`src/design/far_ops_pkg.sv`:
```
package far_ops_pkg;
   localparam int DATA_W = 8;
   localparam int MSB_POS = 7;
   localparam int LSB_POS = 0;
   localparam logic [7:0] WORKING_RESET = 8'h00;
   localparam logic ZERO_FLAG_RESET = 1'b0;
   localparam logic CARRY_FLAG_RESET = 1'b0;

   typedef enum logic [3:0] {
      op_move_to_working,
      op_move_to_memory,
      op_or_to_working,
      op_or_to_memory,
      op_rotate_left,
      op_rotate_left_to_working,
      op_rotate_left_carry,
      op_rotate_left_carry_to_working,
      op_rotate_right,
      op_rotate_right_to_working,
      op_rotate_right_carry,
      op_rotate_right_carry_to_working
   } far_op_type;
endpackage : far_ops_pkg

```
`src/design/far_rotator.sv`:
```
module far_rotator
   import far_ops_pkg::*;
#(
   parameter int WIDTH = DATA_W
) (
   input  wire logic [WIDTH-1:0] operand,
   input  wire logic             carry_in,
   input  wire logic             right,
   input  wire logic             through_carry,
   output logic      [WIDTH-1:0] result,
   output logic                  carry_out
);
   logic fill_bit;

   always_comb begin
      if (right) begin
         fill_bit  = through_carry ? carry_in : operand[0];
         result    = {fill_bit, operand[WIDTH-1:1]};
         carry_out = operand[0];
      end else begin
         fill_bit  = through_carry ? carry_in : operand[WIDTH-1];
         result    = {operand[WIDTH-2:0], fill_bit};
         carry_out = operand[WIDTH-1];
      end
   end
endmodule : far_rotator

```
`src/design/far_ops_datapath.sv`:
```
// Operation
// - Memory-to-working move loads working register, flags unchanged.
// - Working-to-memory move writes working register to memory, flags unchanged.
// - OR to working: working gets working OR memory, only zero updates.
// - OR to memory: memory gets working OR memory, only zero updates.
// - Rotate left in memory, bit 7 into bit 0, no flags.
// - Rotate left into working register, memory unchanged, no flags.
// - Rotate left through carry in memory; old bit 7 to carry.
// - Rotate left through carry into working; memory unchanged; carry updated.
// - Rotate right in memory, bit 0 into bit 7, no flags.
// - Rotate right into working register, memory unchanged, no flags.
// - Rotate right through carry in memory; old bit 0 to carry.
module far_ops_datapath
   import far_ops_pkg::*;
#(
   parameter int WIDTH = DATA_W
) (
   input  wire logic             ref_clk,
   input  wire logic             rst,
   input  wire logic             clk_en,
   input  wire logic             op_valid,
   input  far_op_type            op_code,
   input  wire logic [WIDTH-1:0] mem_rdata,
   output logic      [WIDTH-1:0] mem_wdata,
   output logic                  mem_we,
   output logic      [WIDTH-1:0] working_register,
   output logic                  zero_flag,
   output logic                  carry_flag
);
   logic [WIDTH-1:0] rot_result;
   logic             rot_carry;
   logic             rot_right;
   logic             rot_through;
   logic [WIDTH-1:0] or_result;
   logic [WIDTH-1:0] result_next;
   logic             to_working;
   logic             to_memory;
   logic             sets_zero;
   logic             sets_carry;
   logic             go;
   logic             result_zero;

   assign go          = op_valid && clk_en;
   assign result_zero = (result_next == '0);

   // One OR gate per bit
   for (genvar i = 0; i < WIDTH; i++) begin : g_or_bit
      assign or_result[i] = working_register[i] | mem_rdata[i];
   end

   far_rotator #(
      .WIDTH(WIDTH)
   ) u_rotator (
      .operand      (mem_rdata),
      .carry_in     (carry_flag),
      .right        (rot_right),
      .through_carry(rot_through),
      .result       (rot_result),
      .carry_out    (rot_carry)
   );

   // Rotator direction and carry insertion
   always_comb begin
      rot_right   = 1'b0;
      rot_through = 1'b0;
      case (op_code)
         op_rotate_left_carry: begin
            rot_through = 1'b1;
         end
         op_rotate_left_carry_to_working: begin
            rot_through = 1'b1;
         end
         op_rotate_right: begin
            rot_right = 1'b1;
         end
         op_rotate_right_to_working: begin
            rot_right = 1'b1;
         end
         op_rotate_right_carry: begin
            rot_right   = 1'b1;
            rot_through = 1'b1;
         end
         op_rotate_right_carry_to_working: begin
            rot_right   = 1'b1;
            rot_through = 1'b1;
         end
         default: begin
         end
      endcase
   end

   // Destination per operation; unknown codes write nowhere
   always_comb begin
      case (op_code)
         op_move_to_working: begin
            to_working = 1'b1;
            to_memory  = 1'b0;
         end
         op_move_to_memory: begin
            to_working = 1'b0;
            to_memory  = 1'b1;
         end
         op_or_to_working: begin
            to_working = 1'b1;
            to_memory  = 1'b0;
         end
         op_or_to_memory: begin
            to_working = 1'b0;
            to_memory  = 1'b1;
         end
         op_rotate_left: begin
            to_working = 1'b0;
            to_memory  = 1'b1;
         end
         op_rotate_left_to_working: begin
            to_working = 1'b1;
            to_memory  = 1'b0;
         end
         op_rotate_left_carry: begin
            to_working = 1'b0;
            to_memory  = 1'b1;
         end
         op_rotate_left_carry_to_working: begin
            to_working = 1'b1;
            to_memory  = 1'b0;
         end
         op_rotate_right: begin
            to_working = 1'b0;
            to_memory  = 1'b1;
         end
         op_rotate_right_to_working: begin
            to_working = 1'b1;
            to_memory  = 1'b0;
         end
         op_rotate_right_carry: begin
            to_working = 1'b0;
            to_memory  = 1'b1;
         end
         op_rotate_right_carry_to_working: begin
            to_working = 1'b1;
            to_memory  = 1'b0;
         end
         default: begin
            to_working = 1'b0;
            to_memory  = 1'b0;
         end
      endcase
   end

   // Flag effects; moves and plain rotates touch no flag
   always_comb begin
      sets_zero  = 1'b0;
      sets_carry = 1'b0;
      case (op_code)
         op_or_to_working: begin
            sets_zero = 1'b1;
         end
         op_or_to_memory: begin
            sets_zero = 1'b1;
         end
         op_rotate_left_carry: begin
            sets_carry = 1'b1;
         end
         op_rotate_left_carry_to_working: begin
            sets_carry = 1'b1;
         end
         op_rotate_right_carry: begin
            sets_carry = 1'b1;
         end
         op_rotate_right_carry_to_working: begin
            sets_carry = 1'b1;
         end
         default: begin
         end
      endcase
   end

   // Result source
   always_comb begin
      case (op_code)
         op_move_to_working: begin
            result_next = mem_rdata;
         end
         op_move_to_memory: begin
            result_next = working_register;
         end
         op_or_to_working,
         op_or_to_memory: begin
            result_next = or_result;
         end
         default: begin
            result_next = rot_result;
         end
      endcase
   end

   // Memory write enable is registered, never a glitch; mem_we holds its value while clk_en is low
   always_ff @(posedge ref_clk or posedge rst) begin
      if (rst) begin
         mem_we    <= 1'b0;
         mem_wdata <= WORKING_RESET;
      end else if (clk_en) begin
         mem_we <= op_valid && to_memory;
         // Write data holds between writes so memory never sees a stray value
         if (op_valid && to_memory) begin
            mem_wdata <= result_next;
         end
      end
   end

   always_ff @(posedge ref_clk or posedge rst) begin
      if (rst) begin
         working_register <= WORKING_RESET;
      end else if (go && to_working) begin
         working_register <= result_next;
      end
   end

   always_ff @(posedge ref_clk or posedge rst) begin
      if (rst) begin
         zero_flag <= ZERO_FLAG_RESET;
      end else if (go && sets_zero) begin
         zero_flag <= result_zero;
      end
   end

   // Carry only moves on through-carry rotates; old carry was already sampled
   always_ff @(posedge ref_clk or posedge rst) begin
      if (rst) begin
         carry_flag <= CARRY_FLAG_RESET;
      end else if (go && sets_carry) begin
         carry_flag <= rot_carry;
      end
   end
endmodule : far_ops_datapath

```
`config.mk`:
```
export PLATFORM = sky130hd
export DESIGN_NAME = far_ops_datapath
export DESIGN_NICKNAME = d
export VERILOG_FILES = /design/src/design/far_ops_pkg.sv /design/src/design/far_rotator.sv /design/src/design/far_ops_datapath.sv
export SDC_FILE = /design/constraint.sdc
export NUM_CORES = 1
export LEC_CHECK = 0
export BUFFER_PORTS_ARGS = -buffer_cell sky130_fd_sc_hd__buf_2
export CORE_MARGIN = 10
export CORE_UTILIZATION = 40
export CTS_CLUSTER_DIAMETER = 200
export DETAILED_ROUTE_END_ITERATION = 8
export HOLD_SLACK_MARGIN = 0.02
export MAX_ROUTING_LAYER = met4
export SLEW_MARGIN = 25
export SYNTH_ARGS = -nofsm -noshare
export SYNTH_HDL_FRONTEND = slang
export SYNTH_HIERARCHICAL = 1
export SYNTH_SLANG_ARGS = --single-unit
```
`constraint.sdc`:
```
create_clock -name ref_clk -period 1.5 [get_ports ref_clk]
set_input_delay 0.15 -clock ref_clk [delete_from_list [all_inputs] [get_ports ref_clk]]
set_output_delay 0.15 -clock ref_clk [all_outputs]
set_load 0.05 [all_outputs]
```
==> results of run 1 <==
## cells in the final DEF (no fill, tap or decap), drive strengths merged
cell,instances
buf,59
a21oi,20
nor2,19
dfrtp,19
mux2,14
inv,8
o21ai,8
nand2,4
o21a,4
mux2i,4
clkbuf,4
nand2b,2
a211o,2
o31a,2
o311a,2
ha,2
or2,2
nor3,1
xnor2,1
nand3,1
o41ai,1
nand4bb,1
nor4,1
o221ai,1
a2111oi,1
a41o,1
a21o,1
dlygate4sd3,1
## metrics by stage
stage | setup WS (ps) | std cells
after floorplan | -41.56 | 128
after global placement | -160.3 | 212
after detailed placement | -198.7 | 212
after CTS | 65.93 | 217
after global routing | 1.151 | 217
final | 109.6 | 217
## sequential cells by signal, indices dropped and copies added, names as in the netlist
signal / cells
carry_flag: 1
mem_wdata: 8
mem_we: 1
working_register: 8
zero_flag: 1
## power breakdown
group | switching [W] | internal (W)
sequential | 0.0000865 | 0.000647
clock | 0.000166 | 0.000104
combinational | 0.000748 | 0.000321
total | 0.00100 | 0.00107
## cell families (layout without fill, tap and decap cells)
| logic type | after synthesis | in the layout | synth area share [%] |
|---|---|---|---|
| compound gates | 43 | 43 | 22.41 |
| xor+xnor | 1 | 1 | 0.7263 |
| fa+ha+maj | 2 | 2 | 2.074 |
| buf+inv | 14 | 72 | 5.601 |
| flops | 19 | 19 | 39.42 |
| mux | 18 | 18 | 18.26 |
| simple gates | 31 | 31 | 11.51 |
## worst max path at each step
stage | to | slack (ps) | depth (start not counted)
2_1_floorplan | zero_flag | -40 | 4
3_3_place_gp | zero_flag | -160 | 6
3_5_place_dp | zero_flag | -200 | 7
4_1_cts | zero_flag | 70 | 4
5_1_grt | zero_flag | 1 | 4
6_report | zero_flag | 110 | 4
## per-layer routing
| metal | global-route usage (%) | routed length (um) | share of wire (%) |
|---|---|---|---|
| met1 | 16.87 | 1656 | 46 |
| met2 | 23.05 | 1727 | 48 |
| met3 | 2.497 | 161 | 4.5 |
| met4 | 5.042 | 47 | 1.3 |
| met5 | - | 0 | 0 |
## critical path: stages, from the launching register on
cell and delay [ps]:
dfrtp_2 420, a211o_1 250, o311a_1 140, a2111oi_2 320, a41o_1 210
## cell type report
cell class	count	area [um2]
clock buffer	4	26.28
inverter	8	30.03
timing repair buffer	60	367.9
sequential	19	476.7
multi-input combinational	95	668.1
fill	275	1221
tap	31	38.79
## timing repair
item                                   CTS  global route
endpoints found under the hold margin    7             0
setup buffers                            0             0
gates resized for setup                  0             1
hold buffers                             1             0
setup endpoints to repair                0             1
==> reports/qor.tcl, run 1 <==
set qor(run_status) {finished, final reports clean}
set qor(cts-htree-levels) 1
set qor(clock_skew_ps) 3.751
set qor(p_leak_nw) 0.7860
set qor(via_count_of_the_first_global_routing_pass) 1262
set qor(firstDrtPassIters) 4
set qor(mappedNetlistNets) 146
set qor(hpwlAfterDp_um) 2925
set qor(setup_viol) 0
set qor(cts_root_buffer) {clkbuf_4}
set qor(slew_violations) 0
set qor(synthToLayoutAreaGrowth_pct) 33.30
set qor(grt_start_max_net_pins) 13
set qor(yosys.cell_types.count) 29
set qor(io_buffer_count) 34
set qor(period_utilisation_layout_pct) 92.69
set qor(postLayoutCoreUtil_pct) 56.83
set qor(netlist_top_cells_area) {dfrtp_1 (39%), a21oi_1 (8.3%), mux2_2 (7.5%)}
set qor(synth_commonest_cells) {a21oi_1 (20), dfrtp_1 (19), nor2_1 (19)}
set qor(first_iter_violations) 29
set qor(final.hold.worst_slack_ps) 132.3
set qor(critPathMaxFanout) 3
set qor(synthMostInstantiatedCell) {a21oi_1}
set qor(grt_setup_unrepaired) {no}
set qor(max-vdd-ir-drop_mv) 0.8076
set qor(die_height_um) 74.91
set qor(number_of_storage_elements_in_the_synthesis_netlist) 19
set qor(dpl_cell_area_um2) 1567
set qor(worstHoldPathCells) 3
set qor(slew_headroom_pct) 72.25
set qor(grt_usage_pct) 14.06
set qor(clk_transition_reported_paths_ps) 110
set qor(timing.max_cap.violations) 0
set qor(power_w) 0.002072
set qor(maxClockFrequency_mhz) 719.2
set qor(design.core.area_um2) 2829
set qor(initial_util_pct) 42.64
set qor(diodes) 0
set qor(holdCritPathClass) {in2reg}
set qor(gr-total-overflow) 0
set qor(finalWirelength_um) 3592
set qor(clk_path_buf_depth) 2
set qor(cts_buffers) 3
set qor(timing.setup.critical_path_class) {reg2reg}
set qor(io_pins) 35
set qor(worstHoldEndpoint) {mem_we}
set qor(rr_startpoint) {working_register[2]}
set qor(ant_nets) 0
set qor(cell_type_contributing_the_most_total_cell_area_after_synthesis) {dfrtp_1}
set qor(avgViaCountPerCell) 5.479
set qor(avgRoutedWirePerCell_um) 16.55
set qor(worst_ep_required_time_ps) 1750
set qor(rr_worst_depth) 4
set qor(clock_latency_ps) 300
set qor(first_pass_grt_wire_length_um) 5954
set qor(synth_edf_count) 0
set qor(final_gp_congestion) 0.8835
set qor(critPathCaptureType) {flip-flop}
set qor(nets) 205
set qor(final_area_um2) 1608
set qor(synth.top_cell.area_share_pct) 39.42
set qor(drc) 0
set qor(cts.sink_count) 19
set qor(syn_avg_cell_area_um2) 9.423
set qor(worst-slew-pin-transition_ps) 414.8
set qor(postSynth.asyncResetShare_pct) 100.0
set qor(ys_dominant_reg_cell) {dfrtp_1}
set qor(cellPowerDensity_nw_per_um2) 1289
set qor(rows) 19
set qor(ys_seq_area_share_pct) 39.42
set qor(fp.dieW_um) 74.91
set qor(die-area_um2) 5612
set qor(yosys_warnings) 6
set qor(synthCells) 128
set qor(timing.rr.end) {zero_flag}
set qor(clock_tree_from_tritoncts) {yes}
set qor(totalNegativeSetupSlack_ps) 0
set qor(finalCriticalPeriod_ps) 1390
set qor(hp-start) {clk_en}
set qor(via_total_after_detailed_routing) 1189
set qor(hold_fails_final_rpt) 0
set qor(post_route_cells_drive_above_1_share_pct) 42.47
set qor(antenna_violations_before_repair) 0
set qor(r2r_setup_slack_ps) 110
set qor(synth.cell_area_um2) 1206
set qor(timing.critical_path.from_type) {flip-flop}
set qor(worst_ep_arrival_time_ps) 1640
set qor(worstSetupStartpoint) {working_register[2]}
(Power assumes the default switching activity.)
==> run 2: changes to the inputs <==
--- a/config.mk
+++ b/config.mk
@@ -14,3 +14,3 @@
 export MAX_ROUTING_LAYER = met4
-export SLEW_MARGIN = 25
+export SLEW_MARGIN = 20
 export SYNTH_ARGS = -nofsm -noshare
==> constraint.sdc (replaced) <==
create_clock -name ref_clk -period 1.5 [get_ports ref_clk]
set_input_delay 0.075 -clock ref_clk [delete_from_list [all_inputs] [get_ports ref_clk]]
set_output_delay 0.075 -clock ref_clk [all_outputs]
set_load 0.05 [all_outputs]
==> run 2 against run 1 <==
Clock power hardly changed. Critical path type unchanged. Largest cell class unchanged. Maximum frequency decreased by 2.8%. Cell area down 3.5%. Flip-flop and latch count did not move. Worst hold slack worse by 66 ps. Global-route usage is 0.74 points lower. Combinational power decreased by 4%.
==> reports/qor.tcl, run 2 (synthesized netlist as in run 1, its figures left out) <==
set qor(hp-start) {clk_en}
set qor(synthToLayoutAreaGrowth_pct) 28.63
set qor(diodes) 0 ;# unchanged
set qor(final_area_um2) 1551 ;# -3.5%
set qor(drc) 0 ;# unchanged
set qor(critPathMaxFanout) 3 ;# unchanged
set qor(initial_util_pct) 42.64 ;# unchanged
set qor(p_leak_nw) 0.7345 ;# -6.5%
set qor(largest_registers) {mem_wdata x8, working_register x8}
set qor(crit_family) {compound AO/OA/AOI/OAI gates}
set qor(grt_start_max_net_pins) 20 ;# +7
set qor(cp_slowest_stage_delay_ps) 420 ;# about the same
set qor(rr_startpoint) {working_register[1]}
set qor(timing.setup.critical_path_class) {reg2reg}
set qor(clock_latency_ps) 300 ;# about the same
set qor(firstDrtPassIters) 5 ;# +1
set qor(worst_ep_required_time_ps) 1750 ;# about the same
set qor(holdCritPathClass) {in2reg}
set qor(design.core.area_um2) 2829 ;# unchanged
set qor(setup_viol) 0 ;# unchanged
set qor(maxClockFrequency_mhz) 699.4 ;# -2.8%
set qor(period_utilisation_layout_pct) 95.32 ;# +2.6 points
set qor(io_buffer_count) 34 ;# unchanged
set qor(avgViaCountPerCell) 5.471 ;# -0.15%
set qor(worstHoldEndpoint) {mem_we}
set qor(dpl_cell_area_um2) 1488 ;# -5.0%
set qor(worstHoldPathCells) 3 ;# unchanged
set qor(grt_usage_pct) 13.32 ;# -0.74 points
set qor(hpwlAfterDp_um) 2690 ;# -8.0%
set qor(most-common-layout-cells) {buf_2 (34), a21oi_1 (20), nor2_1 (19), dfrtp_1 (15), buf_4 (14)}
set qor(rr_worst_depth) 4 ;# unchanged
set qor(power_w) 0.002031 ;# -2.0%
set qor(worst-slew-pin-transition_ps) 407.6 ;# -7.180 ps
set qor(die_height_um) 74.91 ;# unchanged
set qor(clock_skew_ps) 5.728 ;# +1.977 ps
set qor(worst_ep_arrival_time_ps) 1680 ;# +40 ps
set qor(mostFrequentLayoutCell) {buf_2}
set qor(cellPowerDensity_nw_per_um2) 1309 ;# +1.6%
set qor(timing.max_cap.violations) 0 ;# unchanged
set qor(rows) 19 ;# unchanged
set qor(max-vdd-ir-drop_mv) 0.6385 ;# -21%
set qor(cp.buffers_inverters) 0 ;# unchanged
set qor(antenna_violations_before_repair) 0 ;# unchanged
set qor(final_gp_congestion) 0.9005 ;# +1.9%
set qor(ant_nets) 0 ;# unchanged
set qor(first_pass_grt_wire_length_um) 5658 ;# -5.0%
set qor(nets) 194 ;# -5.4%
set qor(fp.dieW_um) 74.91 ;# unchanged
set qor(cts_root_buffer) {clkbuf_4}
set qor(final.hold.worst_slack_ps) 66.40 ;# -65.92 ps
set qor(postLayoutCoreUtil_pct) 54.84 ;# -2.0 points
set qor(cts-htree-levels) 1 ;# unchanged
set qor(slew_headroom_pct) 72.54 ;# +0.29 points
set qor(post_route_cells_drive_above_1_share_pct) 41.71 ;# -0.76 points
set qor(first_iter_violations) 61 ;# +110%
set qor(timing.rr.end) {zero_flag}
set qor(avgRoutedWirePerCell_um) 16.14 ;# -2.5%
set qor(grt_setup_unrepaired) {no}
set qor(post_cts.repair.setup_buffers) 0 ;# unchanged
set qor(worstSetupStartpoint) {working_register[1]}
set qor(via_count_of_the_first_global_routing_pass) 1246 ;# -1.3%
set qor(finalWirelength_um) 3325 ;# -7.4%
set qor(critical_path.cell_chain) {a211o_1 > o31a_1 > o41ai_2 > a41o_1}
set qor(io_pins) 35 ;# unchanged
set qor(run_status) {finished, final reports clean}
set qor(place_inst) 201 ;# -5.2%
set qor(clk_path_buf_depth) 2 ;# unchanged
set qor(hold_fails_final_rpt) 0 ;# unchanged
set qor(cts.sink_count) 19 ;# unchanged
set qor(instances_no_fill) 206 ;# -5.1%
set qor(clk_transition_reported_paths_ps) 110 ;# about the same
set qor(slew_violations) 0 ;# unchanged
set qor(clock_tree_from_tritoncts) {yes}
set qor(die-area_um2) 5612 ;# unchanged
set qor(cts_buffers) 3 ;# unchanged
set qor(finalCriticalPeriod_ps) 1430 ;# +39.38 ps
set qor(via_total_after_detailed_routing) 1127 ;# -5.2%
set qor(worst_path_max_delay_cell) {dfrtp_2}
set qor(critPathCaptureType) {flip-flop}
set qor(timing.critical_path.from_type) {flip-flop}
set qor(r2r_setup_slack_ps) 70 ;# -40 ps
set qor(gr-total-overflow) 0 ;# unchanged
[run 2: cell count changes in the layout (fill, tap and decap cells not counted), sizes merged]
cell,previous run,this run
buf,59,48
[run 2: final cells by class]
class                      count  area, um2
fill                         272       1277
multi-input combinational     95      690.7
sequential                    19      480.5
timing repair buffer          49      285.3
tap                           31      38.79
inverter                       8      30.03
clock buffer                   4      26.28
[run 2: layer usage]
metal	vias to the layer above	wire [um]	GRT usage [%]
li1	551	-	-
met5	-	0	-
met2	34	1610	21.52
met1	537	1439	14.98
met4	0	40	5.672
met3	5	235	3.942
[run 2: what timing repair did]
| item | CTS | global route |
|---|---|---|
| endpoints found under the setup margin | 1 | 1 |
| hold endpoints to repair | 19 | 0 |
| resized for setup | 1 | 4 |
| hold buffers | 1 | 0 |
[run 2: metrics by stage]
stage	setup WS, ps	TNS, ps
after global routing	18.40	0
after floorplan	9.662	0
after CTS	16.33	0
final	70.22	0
after detailed placement	-182.5	-477.1
after global placement	-83.04	-115.6
[run 2: report_power, final]
| group | internal, W | total [W] | switching, W |
|---|---|---|---|
| sequential | 0.000651 | 0.000739 | 0.0000877 |
| clock | 0.000104 | 0.000267 | 0.000163 |
| combinational | 0.000289 | 0.00103 | 0.000736 |
| total | 0.00104 | 0.00203 | 0.000987 |
[run 2: worst max path at each step]
stage                     end  cells past startpoint
floorplan           zero_flag                      4
global placement    zero_flag                      7
detailed placement  zero_flag                      6
CTS                 zero_flag                      4
global route        zero_flag                      4
finish              zero_flag                      4
[run 2: worst reg2reg max path: stages, from the launching register on]
cell,delay [ps]
dfrtp_2,420
a211o_1,250
o31a_1,140
o41ai_2,350
a41o_1,210
